--- config.mk ---
export PLATFORM = sky130hd
export DESIGN_NAME = calendar_clock_module_regs
export DESIGN_NICKNAME = d
export VERILOG_FILES = /design/src/calendar_clock_module_pkg.sv /design/src/calendar_clock_module_regs.sv
export SDC_FILE = /design/constraint.sdc
export NUM_CORES = 1
export LEC_CHECK = 0
export ABC_CLOCK_PERIOD_IN_PS = 5200
export BUFFER_PORTS_ARGS = -buffer_cell sky130_fd_sc_hd__buf_2
export CORE_ASPECT_RATIO = 0.8
export CORE_MARGIN = 1.5
export CORE_UTILIZATION = 40
export CTS_CLUSTER_DIAMETER = 40
export CTS_CLUSTER_SIZE = 40
export DETAILED_ROUTE_END_ITERATION = 6
export REMOVE_ABC_BUFFERS = 1
export SLEW_MARGIN = 20
export SYNTH_ARGS = -nofsm -noshare
export SYNTH_HDL_FRONTEND = slang
export SYNTH_SLANG_ARGS = --single-unit
--- constraint.sdc ---
create_clock -name SYS_CLK -period 5.2 [get_ports SYS_CLK]
set_input_delay 0.52 -clock SYS_CLK [delete_from_list [all_inputs] [get_ports SYS_CLK]]
set_output_delay 0.52 -clock SYS_CLK [all_outputs]
set_load 0.1 [all_outputs]
--- src/calendar_clock_module_pkg.sv ---
// Purpose: shared constants, types and BCD helpers of the calendar clock
// Assumes: 16-bit register data in the low half of a 32-bit bus word
// Notes: all time fields are packed BCD
package calendar_clock_module_pkg;
  // ==========================================================
  // Register offsets (byte addresses)
  localparam logic [7:0] OFS_CFG = 8'h00;
  localparam logic [7:0] OFS_TVAL = 8'h04;
  localparam logic [7:0] OFS_AVAL = 8'h08;
  localparam logic [7:0] OFS_ACFG = 8'h0c;
  localparam logic [7:0] OFS_KEY = 8'h10;
  // ==========================================================
  // Field positions of the configuration register
  localparam int B_EN = 15;
  localparam int B_WREN = 13;
  localparam int B_OE = 10;
  localparam int B_PTR = 8;
  // ==========================================================
  // Window pointer codes
  localparam logic [1:0] PTR_MS = 2'h0;
  localparam logic [1:0] PTR_WH = 2'h1;
  localparam logic [1:0] PTR_MD = 2'h2;
  localparam logic [1:0] PTR_YR = 2'h3;
  // ==========================================================
  // Unlock key bytes and reset values
  localparam logic [7:0] KEY1 = 8'h55;
  localparam logic [7:0] KEY2 = 8'haa;
  localparam logic [15:0] ACFG_RST = 16'h0000;
  localparam logic [7:0] CAL_RST = 8'h00;
  // ==========================================================
  // Crystal timing
  localparam int unsigned XTAL_HZ = 32768;
  localparam logic [15:0] PRESC_TERM = 16'(XTAL_HZ - 1);
  localparam logic [15:0] HALF_CNT = 16'(XTAL_HZ / 2);
  localparam logic [15:0] SYNC_WIN = 16'h0020;
  // ==========================================================
  // BCD limits
  localparam logic [7:0] BCD_01 = 8'h01;
  localparam logic [7:0] BCD_59 = 8'h59;
  localparam logic [7:0] BCD_23 = 8'h23;
  localparam logic [7:0] BCD_12 = 8'h12;
  localparam logic [7:0] BCD_99 = 8'h99;
  localparam logic [7:0] WDAY_MAX = 8'h06;
  // ==========================================================
  // Types
  typedef struct packed {
    logic [7:0] year;
    logic [7:0] month;
    logic [7:0] day;
    logic [7:0] wday;
    logic [7:0] hour;
    logic [7:0] min;
    logic [7:0] sec;
  } calendar_clock_module_time_t;
  typedef enum logic [2:0] {
    KEY_IDLE = 3'b001,
    KEY_GOT55 = 3'b010,
    KEY_ARMED = 3'b100
  } calendar_clock_module_key_t;
  localparam calendar_clock_module_time_t TIME_RST = '{8'h00, BCD_01, BCD_01, 8'h00,
                                      8'h00, 8'h00, 8'h00};
  // ==========================================================
  // BCD increment, no wrap
  function automatic logic [7:0] bcd_inc(input logic [7:0] v);
    bcd_inc = (v[3:0] == 4'h9) ? {v[7:4] + 4'h1, 4'h0} : v + 8'h01;
  endfunction
  // Last day of a month; year mod 4 from BCD since 10 = 2 mod 4
  function automatic logic [7:0] days_in(input logic [7:0] m,
                                         input logic [7:0] y);
    logic [1:0] r;
    r = {y[4], 1'b0} + y[1:0];
    case (m)
      8'h02: days_in = (r == 2'h0) ? 8'h29 : 8'h28;
      8'h04, 8'h06, 8'h09, 8'h11: days_in = 8'h30;
      default: days_in = 8'h31;
    endcase
  endfunction
endpackage

--- src/calendar_clock_module_regs.sv ---
// Purpose: calendar clock counters and their register windows
// Assumes: classic Wishbone slave, one wait state on every access
// Notes: RST acts as the power-on reset; crystal pin is asynchronous
//
// Chosen here: register access over Wishbone and the register offsets.
`timescale 1ns/1ps
`default_nettype none
// Operation
// - time pointer picks min/sec, wday/hour, month/day or year.
// - high-byte time write steps pointer down while write enable is set, stopping at zero.
// - alarm pointer picks alarm min/sec, wday/hour, month/day or none.
// - high-byte alarm write steps alarm pointer down, stopping at zero.
// - any window read steps its pointer; only high writes step it.
// - time registers take writes only while write enable is set.
// - write enable sets only right after key bytes 55h then AAh.
// - module enable bit changes only while write enable is set.
// - read-sync bit flags a rollover ripple about to happen.
// - half-second bit shows second half; low min/sec write clears it.
// - output enable bit gates the seconds clock pin.
// - signed calibration adjusts pulses per minute in steps of four.
// - configuration register is initialised only by power-on reset.
// - time and alarm fields are kept in BCD.
// - counters advance from the 32.768 kHz crystal input.
module calendar_clock_module_regs
  import calendar_clock_module_pkg::*;
(
  input wire logic SYS_CLK, // System clock
  input wire logic RST, // Power-on reset
  input wire logic WB_CYC_I, // Bus cycle
  input wire logic WB_STB_I, // Strobe
  input wire logic WB_WE_I, // Write
  input wire logic [7:0] WB_ADR_I, // Byte address
  input wire logic [3:0] WB_SEL_I, // Byte lanes
  input wire logic [31:0] WB_DAT_I, // Write data
  output logic [31:0] WB_DAT_O, // Read data
  output logic WB_ACK_O, // Acknowledge
  input wire logic XTAL_IN, // Crystal clock pin
  output logic CLK_OUT // Seconds clock pin
);

  // ==========================================================
  // State
  logic [2:0] xs, next_xs;
  logic xlvl, next_xlvl;
  logic [15:0] presc, next_presc;
  calendar_clock_module_time_t tm, next_tm, alm, next_alm;
  logic en, next_en, wren, next_wren, oe, next_oe;
  logic [1:0] tptr, next_tptr;
  logic [7:0] cal, next_cal;
  logic [15:0] acfg, next_acfg;
  calendar_clock_module_key_t key, next_key;
  logic ack, next_ack, pin, next_pin;
  logic [31:0] dat, next_dat;
  logic [15:0] rdv, adj, term, d;
  logic [7:0] dmax;
  logic xrise, tick, half, sync, acc, com, wr, rd;
  logic c_min, c_hr, c_day, c_mon, c_yr;
  logic hit_cfg, hit_tv, hit_av, hit_acfg, hit_key;
  logic [1:0] aptr;

  // ==========================================================
  // Crystal edge; a change counts once the two late stages agree
  always_comb
  begin
    next_xs = {xs[1:0], XTAL_IN};
    next_xlvl = (xs[1] == xs[2]) ? xs[2] : xlvl;
  end
  assign xrise = (xs[1] == xs[2]) & xs[2] & ~xlvl;

  // ==========================================================
  // Second timing and calibration
  // First second of each minute is stretched or shortened
  always_comb
  begin
    adj = (tm.sec == 8'h00) ? {{6{cal[7]}}, cal, 2'b00} : 16'h0000;
    term = PRESC_TERM - adj;
  end
  assign tick = en & xrise & (presc == term);
  assign half = (presc >= HALF_CNT);
  // Flag a window ahead of the tick so twice-read data is safe
  assign sync = en & (presc + SYNC_WIN >= term);
  assign dmax = days_in(tm.month, tm.year);
  assign aptr = acfg[B_PTR +: 2];
  // Carry chain; a field rolls only when all lower ones are at the top
  assign c_min = tick & (tm.sec == BCD_59);
  assign c_hr = c_min & (tm.min == BCD_59);
  assign c_day = c_hr & (tm.hour == BCD_23);
  assign c_mon = c_day & (tm.day == dmax);
  assign c_yr = c_mon & (tm.month == BCD_12);

  // ==========================================================
  // Bus decode; an access takes effect at the edge that sees ack
  assign acc = WB_CYC_I & WB_STB_I;
  assign com = acc & ack;
  assign wr = com & WB_WE_I;
  assign rd = com & ~WB_WE_I;
  assign d = WB_DAT_I[15:0];
  assign hit_cfg = ({WB_ADR_I[7:2], 2'b00} == OFS_CFG);
  assign hit_tv = ({WB_ADR_I[7:2], 2'b00} == OFS_TVAL);
  assign hit_av = ({WB_ADR_I[7:2], 2'b00} == OFS_AVAL);
  assign hit_acfg = ({WB_ADR_I[7:2], 2'b00} == OFS_ACFG);
  assign hit_key = ({WB_ADR_I[7:2], 2'b00} == OFS_KEY);
  // Byte-lane merge; lanes left unselected keep their old byte
  function automatic logic [15:0] lane_mix(input logic [15:0] old,
                                           input logic [15:0] nw,
                                           input logic [1:0] sel);
    lane_mix = {sel[1] ? nw[15:8] : old[15:8], sel[0] ? nw[7:0] : old[7:0]};
  endfunction

  // ==========================================================
  // Read mux; unmapped words and the key read as zero
  always_comb
  begin
    rdv = 16'h0000;
    if (hit_cfg)
      rdv = {en, 1'b0, wren, sync, half, oe, tptr, cal};
    else if (hit_tv)
      case (tptr)
        PTR_MS: rdv = {tm.min, tm.sec};
        PTR_WH: rdv = {tm.wday, tm.hour};
        PTR_MD: rdv = {tm.month, tm.day};
        default: rdv = {8'h00, tm.year};
      endcase
    else if (hit_av)
      case (aptr)
        PTR_MS: rdv = {alm.min, alm.sec};
        PTR_WH: rdv = {alm.wday, alm.hour};
        PTR_MD: rdv = {alm.month, alm.day};
        default: rdv = 16'h0000;
      endcase
    else if (hit_acfg)
      rdv = acfg;
  end

  // ==========================================================
  // Next state of counters, registers and bus answer
  always_comb
  begin
    next_tm = tm;
    next_alm = alm;
    next_presc = presc;
    next_en = en;
    next_wren = wren;
    next_oe = oe;
    next_tptr = tptr;
    next_cal = cal;
    next_acfg = acfg;
    next_key = key;
    next_ack = acc & ~ack;
    next_dat = dat;
    next_pin = oe & en & half;
    // Data is captured the cycle before ack so it stands with it
    if (acc & ~ack)
      next_dat = {16'h0000, rdv};
    if (en & xrise)
      next_presc = tick ? 16'h0000 : presc + 16'h0001;
    // BCD cascade, one step per second
    if (tick)
      next_tm.sec = (tm.sec == BCD_59) ? 8'h00 : bcd_inc(tm.sec);
    if (c_min)
      next_tm.min = (tm.min == BCD_59) ? 8'h00 : bcd_inc(tm.min);
    if (c_hr)
      next_tm.hour = (tm.hour == BCD_23) ? 8'h00 : bcd_inc(tm.hour);
    if (c_day)
    begin
      next_tm.wday = (tm.wday == WDAY_MAX) ? 8'h00 : tm.wday + 8'h01;
      next_tm.day = (tm.day == dmax) ? BCD_01 : bcd_inc(tm.day);
    end
    if (c_mon)
      next_tm.month = (tm.month == BCD_12) ? BCD_01 : bcd_inc(tm.month);
    if (c_yr)
      next_tm.year = (tm.year == BCD_99) ? 8'h00 : bcd_inc(tm.year);
    // Any other committed access breaks the key sequence
    if (com)
      next_key = KEY_IDLE;
    // Reads step the window pointer whatever the byte lanes
    if (rd & hit_tv & (tptr != PTR_MS))
      next_tptr = tptr - 2'h1;
    if (rd & hit_av & (aptr != PTR_MS))
      next_acfg[B_PTR +: 2] = aptr - 2'h1;
    if (wr & hit_cfg)
    begin
      if (WB_SEL_I[1])
      begin
        if (wren)
          next_en = d[B_EN];
        if (~d[B_WREN])
          next_wren = 1'b0;
        else if (key == KEY_ARMED)
          next_wren = 1'b1;
        next_oe = d[B_OE];
        next_tptr = d[B_PTR +: 2];
      end
      if (WB_SEL_I[0])
        next_cal = d[7:0];
    end
    // Locked writes leave both fields and pointer alone
    if (wr & hit_tv & wren)
    begin
      case (tptr)
        PTR_MS: {next_tm.min, next_tm.sec} =
          lane_mix({next_tm.min, next_tm.sec}, d, WB_SEL_I[1:0]);
        PTR_WH: {next_tm.wday, next_tm.hour} =
          lane_mix({next_tm.wday, next_tm.hour}, d, WB_SEL_I[1:0]);
        PTR_MD: {next_tm.month, next_tm.day} =
          lane_mix({next_tm.month, next_tm.day}, d, WB_SEL_I[1:0]);
        default: next_tm.year = WB_SEL_I[0] ? d[7:0] : next_tm.year;
      endcase
      if ((tptr == PTR_MS) & WB_SEL_I[0])
        next_presc = 16'h0000;
      if (WB_SEL_I[1] & (tptr != PTR_MS))
        next_tptr = tptr - 2'h1;
    end
    if (wr & hit_av)
    begin
      case (aptr)
        PTR_MS: {next_alm.min, next_alm.sec} =
          lane_mix({alm.min, alm.sec}, d, WB_SEL_I[1:0]);
        PTR_WH: {next_alm.wday, next_alm.hour} =
          lane_mix({alm.wday, alm.hour}, d, WB_SEL_I[1:0]);
        PTR_MD: {next_alm.month, next_alm.day} =
          lane_mix({alm.month, alm.day}, d, WB_SEL_I[1:0]);
        default: next_alm = alm;
      endcase
      if (WB_SEL_I[1] & (aptr != PTR_MS))
        next_acfg[B_PTR +: 2] = aptr - 2'h1;
    end
    if (wr & hit_acfg)
      next_acfg = lane_mix(acfg, d, WB_SEL_I[1:0]);
    if (wr & hit_key & WB_SEL_I[0])
    begin
      case (key)
        KEY_GOT55: next_key = (d[7:0] == KEY2) ? KEY_ARMED : KEY_IDLE;
        default: next_key = KEY_IDLE;
      endcase
      if (d[7:0] == KEY1)
        next_key = KEY_GOT55;
    end
  end

  // ==========================================================
  // Registers; only the power-on reset initialises them
  always_ff @(posedge SYS_CLK)
  begin
    if (RST)
    begin
      xs <= 3'h0;
      xlvl <= 1'b0;
      presc <= 16'h0000;
      tm <= TIME_RST;
      alm <= TIME_RST;
      en <= 1'b0;
      wren <= 1'b0;
      oe <= 1'b0;
      tptr <= PTR_MS;
      cal <= CAL_RST;
      acfg <= ACFG_RST;
      key <= KEY_IDLE;
      ack <= 1'b0;
      dat <= 32'h0000_0000;
      pin <= 1'b0;
    end
    else
    begin
      xs <= next_xs;
      xlvl <= next_xlvl;
      presc <= next_presc;
      tm <= next_tm;
      alm <= next_alm;
      en <= next_en;
      wren <= next_wren;
      oe <= next_oe;
      tptr <= next_tptr;
      cal <= next_cal;
      acfg <= next_acfg;
      key <= next_key;
      ack <= next_ack;
      dat <= next_dat;
      pin <= next_pin;
    end
  end
  assign WB_ACK_O = ack;
  assign WB_DAT_O = dat;
  assign CLK_OUT = pin;
endmodule
`default_nettype wire

== Yosys cells after proc, flatten, opt, wreduce, memory -nomap -nowiden ==
Index checks and enable logic that the tools add are counted.
Cells by class
  add/sub/neg operators: 19
  order comparisons: 2
  equal/unequal tests: 34
  muxes and demuxes: 62
  bitwise gates (word level): 34
  reductions and logical operators: 22
Operators with widths (count)
  $mux 8: 27
  $mux 16: 13
  $pmux 16 s3: 2
  $add 8x1->8 const B: 7
  $mux 56: 1
  $and 1x1->1: 31
  $add 4x1->4 const B: 6
  $eq 4x4->1 const B: 6
  $eq 8x3->1 const B: 3
  $eq 8x7->1 const B: 3
  $reduce_and 3->1: 8
  $mux 2: 9
  $add 16x1->16 const B: 1
  $add 16x6->16 const B: 1
  $eq 16x16->1: 1
  $eq 8x5->1 const B: 2
  $eq 8x8->1 const B: 2
  $ge 16x15->1 const B: 1
  $ge 16x16->1: 1
  $sub 15x16->16 const A: 1
  $mux 3: 5
  $eq 6x2->1 const B: 2
  $mux 10: 1
  $pmux 5 s2: 1
  24 further kinds: 38
Word-level totals
  flip-flop bits (word level): 174
  input bits: 50
  output and inout port bits: 34

== Logic depth before layout (Yosys ltp) ==
Gate-level depths: netlist of the first run.
  depth in word-level cells: 14
  depth in mapped cells: 14
  depth with buffers taken out: 13

== Worst setup path before layout of the first run ==
Ideal clock, no wire load.
  path type: register -> register
  start point: register tm[2] (netlist bit)
  end point: register tm[52] (netlist bit)
  library setup time: 0.091 ns
  data arrival time: 3.659 ns
  data required time: 5.109 ns
  setup slack: 1.450 ns
  stages on the path, launching flop included: 13
  clock period less this slack: 3.750 ns
  cell sequence: dfxtp_1 > buf_6 > or4_4 > nor2_1 > and2_1 > ha_1 > nand3b_1 > nor4_1 > o21ai_1 > a2111oi_4 > o211ai_4 > or4_1 > a311oi_1
On the way
  cells in the longest elaborated chain, start to end: 14
RTL lines
  from (decl): RTL line calendar_clock_module_regs.sv:46  | calendar_clock_module_time_t tm, next_tm, alm, next_alm;
  from (signal assigned): RTL line calendar_clock_module_regs.sv:268  | tm <= next_tm;
  $logic_not 8->1: RTL line calendar_clock_module_regs.sv:75  | adj = (tm.sec == 8'h00) ? {{6{cal[7]}}, cal, 2'b00} : 16'h0000;
  $mux 16: RTL line calendar_clock_module_regs.sv:75
  $sub 15x16->16: RTL line calendar_clock_module_regs.sv:76  | term = PRESC_TERM - adj;
  $eq 16x16->1: RTL line calendar_clock_module_regs.sv:78  | assign tick = en & xrise & (presc == term);
  $and 1x1->1: RTL line calendar_clock_module_regs.sv:78
  $and 1x1->1 (*): RTL line calendar_clock_module_regs.sv:85  | assign c_min = tick & (tm.sec == BCD_59);
  $and 1x1->1 (*): RTL line calendar_clock_module_regs.sv:86  | assign c_hr = c_min & (tm.min == BCD_59);
  $and 1x1->1 (*): RTL line calendar_clock_module_regs.sv:87  | assign c_day = c_hr & (tm.hour == BCD_23);
  $and 1x1->1 (*): RTL line calendar_clock_module_regs.sv:88  | assign c_mon = c_day & (tm.day == dmax);
  $and 1x1->1 (*): RTL line calendar_clock_module_regs.sv:89  | assign c_yr = c_mon & (tm.month == BCD_12);
  $mux 8 (*): RTL line calendar_clock_module_regs.sv:171  | if (c_yr)
  $mux 8: RTL line calendar_clock_module_regs.sv:207  | default: next_tm.year = WB_SEL_I[0] ? d[7:0] : next_tm.year;
  $mux 8: RTL line calendar_clock_module_regs.sv:200  | case (tptr)
  $mux 56 (*): RTL line calendar_clock_module_regs.sv:198  | if (wr & hit_tv & wren)
Mark *: on every way between the ends. The rest lies on a longest branch, timed or not.
A chain may end at the register's enable or synchronous reset.

== Worst setup path after layout of the first run ==
  start point: register tm[2] (netlist bit)
  end point: register tm[53] (netlist bit)
Same word-level chain as after synthesis.

==> impl_metrics.ini, run 1 <==
[routing]
firstDrtPassIters = 7
wire_per_inst_um = 18.9
drtAntennaViolNets = 0
drc = 2
post_drt_via_cell_ratio = 5.90
drt_iter0_markers = 945
num_vias = 9399
wl_um = 30200

[worst_setup_path]
crit_type = flop to flop
end_kind = flop
worstPathCellList = buf_4 > or4_4 > nor2_1 > and2_1 > ha_1 > nand3b_1 > nor4_1 > o21ai_1 > a2111oi_4 > buf_4 > o2111a_1 > nand4b_1 > a311oi_1
rr_worst_depth = 13
startpoint = tm[2]
crit_required_ps = 5550
r2r_end = tm[53]
regToRegStartpoint = tm[2]
critPathArrivalTime_ps = 4700
cpMostUsedCell = buf_4
slowest_delay_ps = 580
ff2ff_setup_slack_ps = 850
startpoint_type = flop
cpMaxStageDelayCell = or4_4
crit_fanout = 16

[logic_synthesis]
ys_seq_area_share_pct = 33.9
synth-seq-cells = 174
synthCells = 1274
synth_cell_type_count = 73
ys_warn_count = 0
synth_edf_count = 0
syn_area_per_cell_um2 = 8.06
synth_area_mm2 = 0.0103
ys.flop_type = dfxtp_1
async_flop_share_pct = 0

[layout]
fin_area_mm2 = 0.0112
nets = 1358
nFillCells = 2570
n_antenna_cell = 0
most-common-layout-cells = 188 x nor2_1, 174 x dfxtp_1, 104 x nand2_1
drive_gt1_share_pct = 8.12
area_delta_synth_final_pct = 8.66
final_cells = 1593
mostFrequentLayoutCell = nor2_1

[power]
p_leak_nw = 4.34
cellPowerDensity_mw_per_mm2 = 254
vdd_drop_max_v = 0.000220

[global_route]
grt_usage_pct = 22.9
grt-ovfl-total = 0
grt_pass1_wl_um = 48200
grt_max_degree = 56
grt_pass1_vias = 8482
antenna_found_initial = 0

[cts]
cts_buffer_depth = 2
clock-root-buffer = clkbuf_16
htreeDepth = 4
ctsHoldBuffers = 0
cts_setup_buffers = 0
cts_sinks = 174
clkSlewWorstSetupHoldPaths_ps = 70
clk_latency_ps = 440
numCtsBuffers = 17
cts_repair_resize_count = 0
cts_tree = yes

[status]
status = finished with violations
failed_checks = design-rule violations

[sta]
skew_ps = 14.3
hold_viol_final = 0
tns_ps = 0
finalSetupViolCount = 0
fmax_mhz = 230
finalWorstSetupSlack_ps = 852
slew_headroom_pct = 33.8
rsz0062_at_grt = false
maxSlewViolCount = 0
period_share_pct = 83.6
worst_slew_pin_slew_ps = 990
fin_crit_ps = 4350

[flow_run]
maxCapViolCount = 0

[die]
io_pins = 84
start_util_pct = 40.7
die_h_um = 146
core_mm2 = 0.0252
fp-row-count = 52
die_w_um = 182
die_area_mm2 = 0.0267

[hold_path]
hold_start = XTAL_IN
min_to = xs[0]
hold_depth = 2
hp-class = input pin to flop

[placed_design]
place_hpwl_um = 21400
placed_area_mm2 = 0.0106
dp_slack_ps = 888
numPortBuffers = 47
gp_congestion = 0.880
dpl.cell_count = 1562
[registers in the layout (all words and copies together), names as in the netlist]
name / cells
acfg: 16
alm: 48
oe: 1
tm: 56
en: 1
WB_ACK_O: 1
xs: 3
wren: 1
xlvl: 1
WB_DAT_O: 16
key: 3
tptr: 2
CLK_OUT: 1
presc: 16
cal: 8
[cells in the mapped netlist (all sizes together) (5+ instances only)]
library cell,instances,share of area (%)
mux2i,56,5.5
nand2b,5,0.30
xor2,25,2.1
o21ai,45,2.2
nand4,23,1.4
a222oi,32,3.1
or4,7,0.55
dfxtp,174,34
o22ai,23,1.4
a211oi,21,1.5
a311oi,22,1.9
a221oi,18,1.5
inv,41,1.5
nand2,104,3.8
a21o,7,0.51
nor2,188,6.9
a31oi,10,0.61
nor4b,8,0.74
o21bai,6,0.44
nand3b,11,0.80
clkbuf,86,3.2
o2111ai,6,0.51
nor2b,26,1.6
nand3,39,1.9
or2,5,0.30
a21oi,51,2.5
ha,51,6.2
xnor2,16,1.4
o31ai,5,0.37
buf,23,1.5
or3,11,0.67
and2,18,1.1
and3,18,1.1
nor3,35,1.7
[per-layer routing]
| metal | track usage, % | part of all wire, % | vias up |
|---|---|---|---|
| met4 | 5.74 | 1.6 | 0 |
| met5 | 0 | 0 | - |
| met2 | 35.3 | 44 | 289 |
| li1 | - | - | 4573 |
| met3 | 3.87 | 6.2 | 33 |
| met1 | 33.0 | 48 | 4504 |
[kinds of logic (layout without fill, tap and decap cells)]
| family | Yosys count | in the layout | synth area share [%] |
|---|---|---|---|
| AOI/OAI and AO/OA | 277 | 277 | 19.6 |
| other | 1 | 16 | 0.0365 |
| muxes | 59 | 59 | 5.79 |
| and+or+nand+nor | 521 | 521 | 24.8 |
| xor gates and xnor gates | 41 | 41 | 3.50 |
| adders and majority gates | 51 | 51 | 6.21 |
| buffers and inverters | 150 | 130 | 6.18 |
| DFF | 174 | 174 | 33.9 |
[where the power goes]
group / internal (mW) / total, mW / switching (mW)
Combinational: 0.0338 / 0.217 / 0.183
Clock: 0.706 / 1.27 / 0.566
Sequential: 1.34 / 1.34 / 0.00437
Total: 2.08 / 2.83 / 0.754
[metrics by stage]
stage	hold WS (ps)	util, %	total power, mW
detailed placement	425	41.9	1.59
finish	296	44.2	2.83
global placement	431	41.9	1.59
CTS	282	44.2	2.86
global route	298	44.2	2.91
floorplan	414	-	1.51
[worst max-delay path, delay by kind of cell, from the launching register on]
family,cells,cell delay [ps]
AND/OR/NAND/NOR,6,1820
AO/OA/AOI/OAI,4,1440
buffers and inverters,2,460
flip-flops,1,300
adder cells (fa/ha/maj),1,240
[layout make-up]
class / instances / area (um^2) / area share [%]
tap: 324 / 405 / 3.63
clock inverter: 9 / 101 / 0.908
clock buffer: 22 / 474 / 4.25
sequential: 174 / 3480 / 31.2
timing repair buffer: 58 / 320 / 2.87
inverter: 41 / 154 / 1.38
multi-input combinational: 965 / 6220 / 55.7
[worst max-delay path by stage]
stage / to / slack (ps) / depth (start not counted)
after floorplan: tm[52] / 1170 / 11
after global placement: tm[43] / 920 / 13
after detailed placement: tm[18] / 890 / 12
after CTS: tm[53] / 860 / 13
after global routing: tm[53] / 540 / 13
final: tm[53] / 850 / 13
(Power assumes the default switching activity.)
==> run 2: changes to the inputs <==
Settings changed: ABC_CLOCK_PERIOD_IN_PS 5200 to 3500.
Clock period 5.2 ns to 3.5 ns, I/O delays scaled along.
==> run 2 against run 1 <==
The run still ends with design-rule violations left; power rose by 53%; clock-buffer cell count is 4 lower; routed wire length grew 3.9%; worst hold slack got worse by 180 ps; design area is 3.8% higher; sequential power is 49% higher; critical endpoint is now tm[18].
==> impl_metrics.ini, run 2 (synthesized netlist as in run 1, its figures left out) <==
[cts]
cts_buffer_depth = 2
cts_sinks = 174
htreeDepth = 4
clkSlewWorstSetupHoldPaths_ps = 70
ctsHoldBuffers = 0
clk_latency_ps = 450
numCtsBuffers = 17
clock-root-buffer = clkbuf_16
cts_tree = yes

[sta]
period_share_pct = 94.9
skew_ps = 15.0
fin_crit_ps = 3320
worst_slew_pin_slew_ps = 867
finalWorstSetupSlack_ps = 178
tns_ps = 0
finalSetupViolCount = 0
hold_viol_final = 0
fmax_mhz = 301
rsz0062_at_grt = false
slew_headroom_pct = 42.2
maxSlewViolCount = 0

[power]
clkPwrFrac_pct = 46.5
swShare_pct = 27.7
comb_power_share_pct = 7.6
p_seq_share_pct = 45.9
total_power_mw = 4.35
cellPowerDensity_mw_per_mm2 = 376
p_leak_nw = 4.58
vdd_drop_max_v = 0.000384
switching_power_mw = 1.20
p_int_mw = 3.14

[placed_design]
placed_area_mm2 = 0.0109
place_hpwl_um = 22100
gp_congestion = 0.872
dp_slack_ps = -5.47
numPortBuffers = 47
dpl.cell_count = 1601

[worst_setup_path]
startpoint = tm[2]
end_kind = flop
critPathArrivalTime_ps = 3670
regToRegStartpoint = tm[2]
startpoint_type = flop
crit_required_ps = 3850
crit_type = flop to flop
crit_fanout = 6

[routing]
wl_um = 31400
drc = 13
wire_per_inst_um = 19.2
num_vias = 9679
post_drt_via_cell_ratio = 5.92
drtAntennaViolNets = 0
drt_iter0_markers = 1143
firstDrtPassIters = 7

[layout]
top_regs = tm x56, alm x48
largest_register_ffs = 56
fin_area_mm2 = 0.0116
final_cells = 1635
mostFrequentLayoutCell = nor2_1
nets = 1399
area_delta_synth_final_pct = 12.8
largest_register = tm
most-common-layout-cells = 187 x nor2_1, 174 x dfxtp_1, 102 x nand2_1
n_antenna_cell = 0
drive_gt1_share_pct = 11.9

[global_route]
use_met1_pct = 34.4
antenna_found_initial = 0
grt_pass1_vias = 8813
grt_busiest_layer = met2
grt_pass1_wl_um = 49400
grt.met3_usage_pct = 4.54
use_met2_pct = 35.3
grt_max_degree = 54
grt_usage_pct = 23.6
grt-ovfl-total = 0

[status]
failed_checks = design-rule violations
status = finished with violations

[die]
die_area_mm2 = 0.0267
die_w_um = 182
io_pins = 84
die_h_um = 146
fp-row-count = 52
start_util_pct = 40.7
core_mm2 = 0.0252

[hold_path]
hold_start = XTAL_IN
hp-class = input pin to flop

[flow_run]
maxCapViolCount = 0
==> run 2: cell count changes in the layout (fill, tap and decap cells not counted), moves of 2 or more <==
| cell | previous run | this run |
|---|---|---|
| inv_6 | 3 | 5 |
| clkbuf_8 | 3 | 1 |
| clkbuf_1 | 2 | 0 |
| a311oi_1 | 22 | 20 |
| a311oi_2 | 0 | 2 |
| nand2_1 | 104 | 102 |
| buf_12 | 0 | 2 |
| nand2_2 | 0 | 2 |
| buf_4 | 12 | 51 |
==> run 2: repair_timing <==
action	in CTS	in global routing
endpoints found under the setup margin	2	13
endpoints found under the hold margin	0	0
buffers inserted	1	1
pin swaps	1	4
gates resized for setup	2	8
==> run 2: final timing paths <==
check        endpoint  slack, ps  cells after the start
max            tm[18]        180                     14
min             xs[0]        120                      2
max reg2reg    tm[18]        180                     14
min reg2reg     xs[1]        450                      1
==> run 2: cell type report <==
class                           instances  area, um^2
Fill cell                            2506       13700
Multi-Input combinational cell        965        6270
Sequential cell                       174        3480
Timing Repair Buffer                   99         653
Clock buffer                           18         439
Tap cell                              324         405
Clock inverter                         14         175
Inverter                               41         154
==> run 2: critical path: stages, from the launching register on <==
cell and delay, ps:
dfxtp_1 310, or4_4 550, nor2_4 100, buf_4 130, and2_1 130, ha_1 140
nand2_1 70, nor4_2 290, buf_4 160, buf_4 100, o21a_1 140, o2111a_1 250
nand2_2 100, or4_1 490, a311oi_2 280
==> run 2: per-layer routing <==
| layer | share of wire, % | up-vias |
|---|---|---|
| li1 | - | 4629 |
| met1 | 48 | 4633 |
| met2 | 43 | 368 |
| met4 | 2.2 | 0 |
| met3 | 6.9 | 49 |
| met5 | 0 | - |
==> run 2: power by group through the flow <==
stage                     sequential, mW  combinational (mW)  clock (mW)
after detailed placement            2.04               0.325           0
after global routing                2.00               0.343        2.14
after global placement              2.04               0.325           0
after CTS                           2.00               0.326        2.05
final                               2.00               0.329        2.02
after floorplan                     2.12               0.126           0
==> run 2: per-stage QoR <==
| stage | hold slack (ps) | utilization, % |
|---|---|---|
| final | 117 | 45.9 |
| after global routing | 118 | 45.9 |
| after global placement | 434 | 43.2 |
| after CTS | 99.1 | 45.7 |
| after floorplan | 414 | - |
| after detailed placement | 439 | 43.2 |
==> run 3: changes to the inputs <==
Settings changed: CORE_UTILIZATION 40 to 50, PLACE_DENSITY from default to 0.71.
==> run 3 against run 2 <==
The run now ends clean; core utilization rose by 11 points; clock power fell by 3%; register-to-register slack is essentially flat; sequential share of layout area grew 0.32 points; clock skew shrank 0.90 ps; largest cell class unchanged; highest routed layer unchanged.
==> impl_metrics.ini, run 3 (synthesized netlist as in run 1, its figures left out) <==
[status]
status = finished clean

[worst_setup_path]
critPathArrivalTime_ps = 3660
startpoint = tm[2]
crit_required_ps = 3850
crit_family = simple AND/OR/NAND/NOR gates
worst-path-buf-inv = 2
cp.depth = 13
startpoint_type = flop
crit_type = flop to flop
regToRegStartpoint = tm[2]
end_kind = flop
cpMaxStageDelayCell = or4_4
slowest_delay_ps = 530
crit_fanout = 7
rr_worst_depth = 13
worstPathCellList = or4_4 > nor2_2 > buf_4 > and2_1 > ha_1 > nand2_1 > nor4_4 > o21ai_2 > a2111oi_4 > buf_4 > o211ai_4 > or4_4 > a311oi_2

[sta]
fmax_mhz = 302
finalWorstSetupSlack_ps = 186
maxSlewViolCount = 0
period_share_pct = 94.7
skew_ps = 14.1
finalSetupViolCount = 0
hold_slack_ps = 116
fin_crit_ps = 3310
rsz0062_at_grt = false
hold_viol_final = 0
worst_slew_pin_slew_ps = 952
slew_headroom_pct = 36.3

[power]
cellPowerDensity_mw_per_mm2 = 374
vdd_drop_max_v = 0.000331
p_leak_nw = 4.58

[placed_design]
dp_slack_ps = -58.4
gp_congestion = 0.937
placed_area_mm2 = 0.0108
place_hpwl_um = 21200
numPortBuffers = 47

[layout]
mostFrequentLayoutCell = nor2_1
n_antenna_cell = 0
top_regs = tm x56, alm x48
area_delta_synth_final_pct = 11.6
fin_area_mm2 = 0.0115
largest_register_ffs = 56
nets = 1397
most-common-layout-cells = 187 x nor2_1, 174 x dfxtp_1, 103 x nand2_1
drive_gt1_share_pct = 11.5
largest_register = tm

[routing]
post_drt_via_cell_ratio = 6.19
num_vias = 9733
wl_um = 29900
drtAntennaViolNets = 0
firstDrtPassIters = 6
drt_iter0_markers = 1095
wire_per_inst_um = 19.0
drc = 0

[hold_path]
hp-class = input pin to flop
hold_start = XTAL_IN
hold_depth = 2

[cts]
clk_latency_ps = 440
cts_tree = yes
ctsHoldBuffers = 0
clkSlewWorstSetupHoldPaths_ps = 80
cts_buffer_depth = 2
cts_sinks = 174
htreeDepth = 4
clock-root-buffer = clkbuf_16
numCtsBuffers = 17

[die]
fp-row-count = 46
die_area_mm2 = 0.0214
die_w_um = 163
die_h_um = 131
core_mm2 = 0.0200
start_util_pct = 51.4
io_pins = 84

[flow_run]
maxCapViolCount = 0

[global_route]
antenna_found_initial = 0
grt_pass1_wl_um = 47500
grt_max_degree = 59
grt-ovfl-total = 0
grt_pass1_vias = 8912
grt_usage_pct = 27.9
[run 3: changes by cell type in the layout (fill, tap and decap cells not counted), sizes merged]
cell	previous run	this run
inv	48	51
buf	99	97
clkbuf	18	17
clkinvlp	2	0
bufinv	2	0
clkinv	3	5
[run 3: worst paths after layout]
path                                to  slack, ps
worst max-delay path            tm[52]        190
worst min-delay path             xs[0]        120
worst max register to register  tm[52]        190
worst min register to register   xs[1]        450
[run 3: stage by stage]
step | util (%) | power [mW] | TNS (ps) | instances
2_1_floorplan | - | 2.24 | -5210 | 1180
3_3_place_gp | 54.0 | 2.36 | 0 | 1538
3_5_place_dp | 54.0 | 2.36 | -58.4 | 1538
4_1_cts | 57.3 | 4.29 | 0 | 1572
5_1_grt | 57.4 | 4.40 | 0 | 1573
6_report | 57.4 | 4.29 | 0 | 1573
[run 3: worst register-to-register path, cell delays in order (launching register included)]
cell	delay, ps
dfxtp_1	310
or4_4	530
nor2_2	120
buf_4	140
and2_1	130
ha_1	140
nand2_1	90
nor4_4	320
o21ai_2	130
a2111oi_4	220
buf_4	200
o211ai_4	110
or4_4	520
a311oi_2	260
[run 3: area by class of cell]
| type | count | area, um^2 |
|---|---|---|
| well taps | 264 | 330 |
| clock inverters | 15 | 184 |
| multi-input cells | 965 | 6250 |
| clock buffers | 17 | 425 |
| flip-flops and latches | 174 | 3480 |
| repair buffers | 97 | 626 |
| fillers | 1807 | 8510 |
| inverters | 41 | 154 |
[run 3: power breakdown]
group / leakage [nW] / switching [mW] / total (mW) / internal [mW]
clock: 0.298 / 0.985 / 1.96 / 0.980
sequential: 1.40 / 0.00794 / 2.00 / 1.99
combinational: 2.88 / 0.271 / 0.324 / 0.0534
total: 4.58 / 1.26 / 4.29 / 3.02
[run 3: metal layers]
| metal | GRT usage [%] | vias to the layer above | wire (um) |
|---|---|---|---|
| met1 | 41.2 | 4615 | 13800 |
| met2 | 41.0 | 418 | 12900 |
| met5 | 0 | - | 0 |
| li1 | - | 4648 | - |
| met3 | 4.80 | 52 | 2430 |
| met4 | 8.56 | 0 | 638 |
[run 3: what timing repair did]
item                                    CTS  global route
pin swaps                                 0             3
endpoints found under the setup margin    3            25
endpoints found under the hold margin     0             0
gates cloned                              0             0
gates resized for setup                   3             4
buffers inserted                          2             1
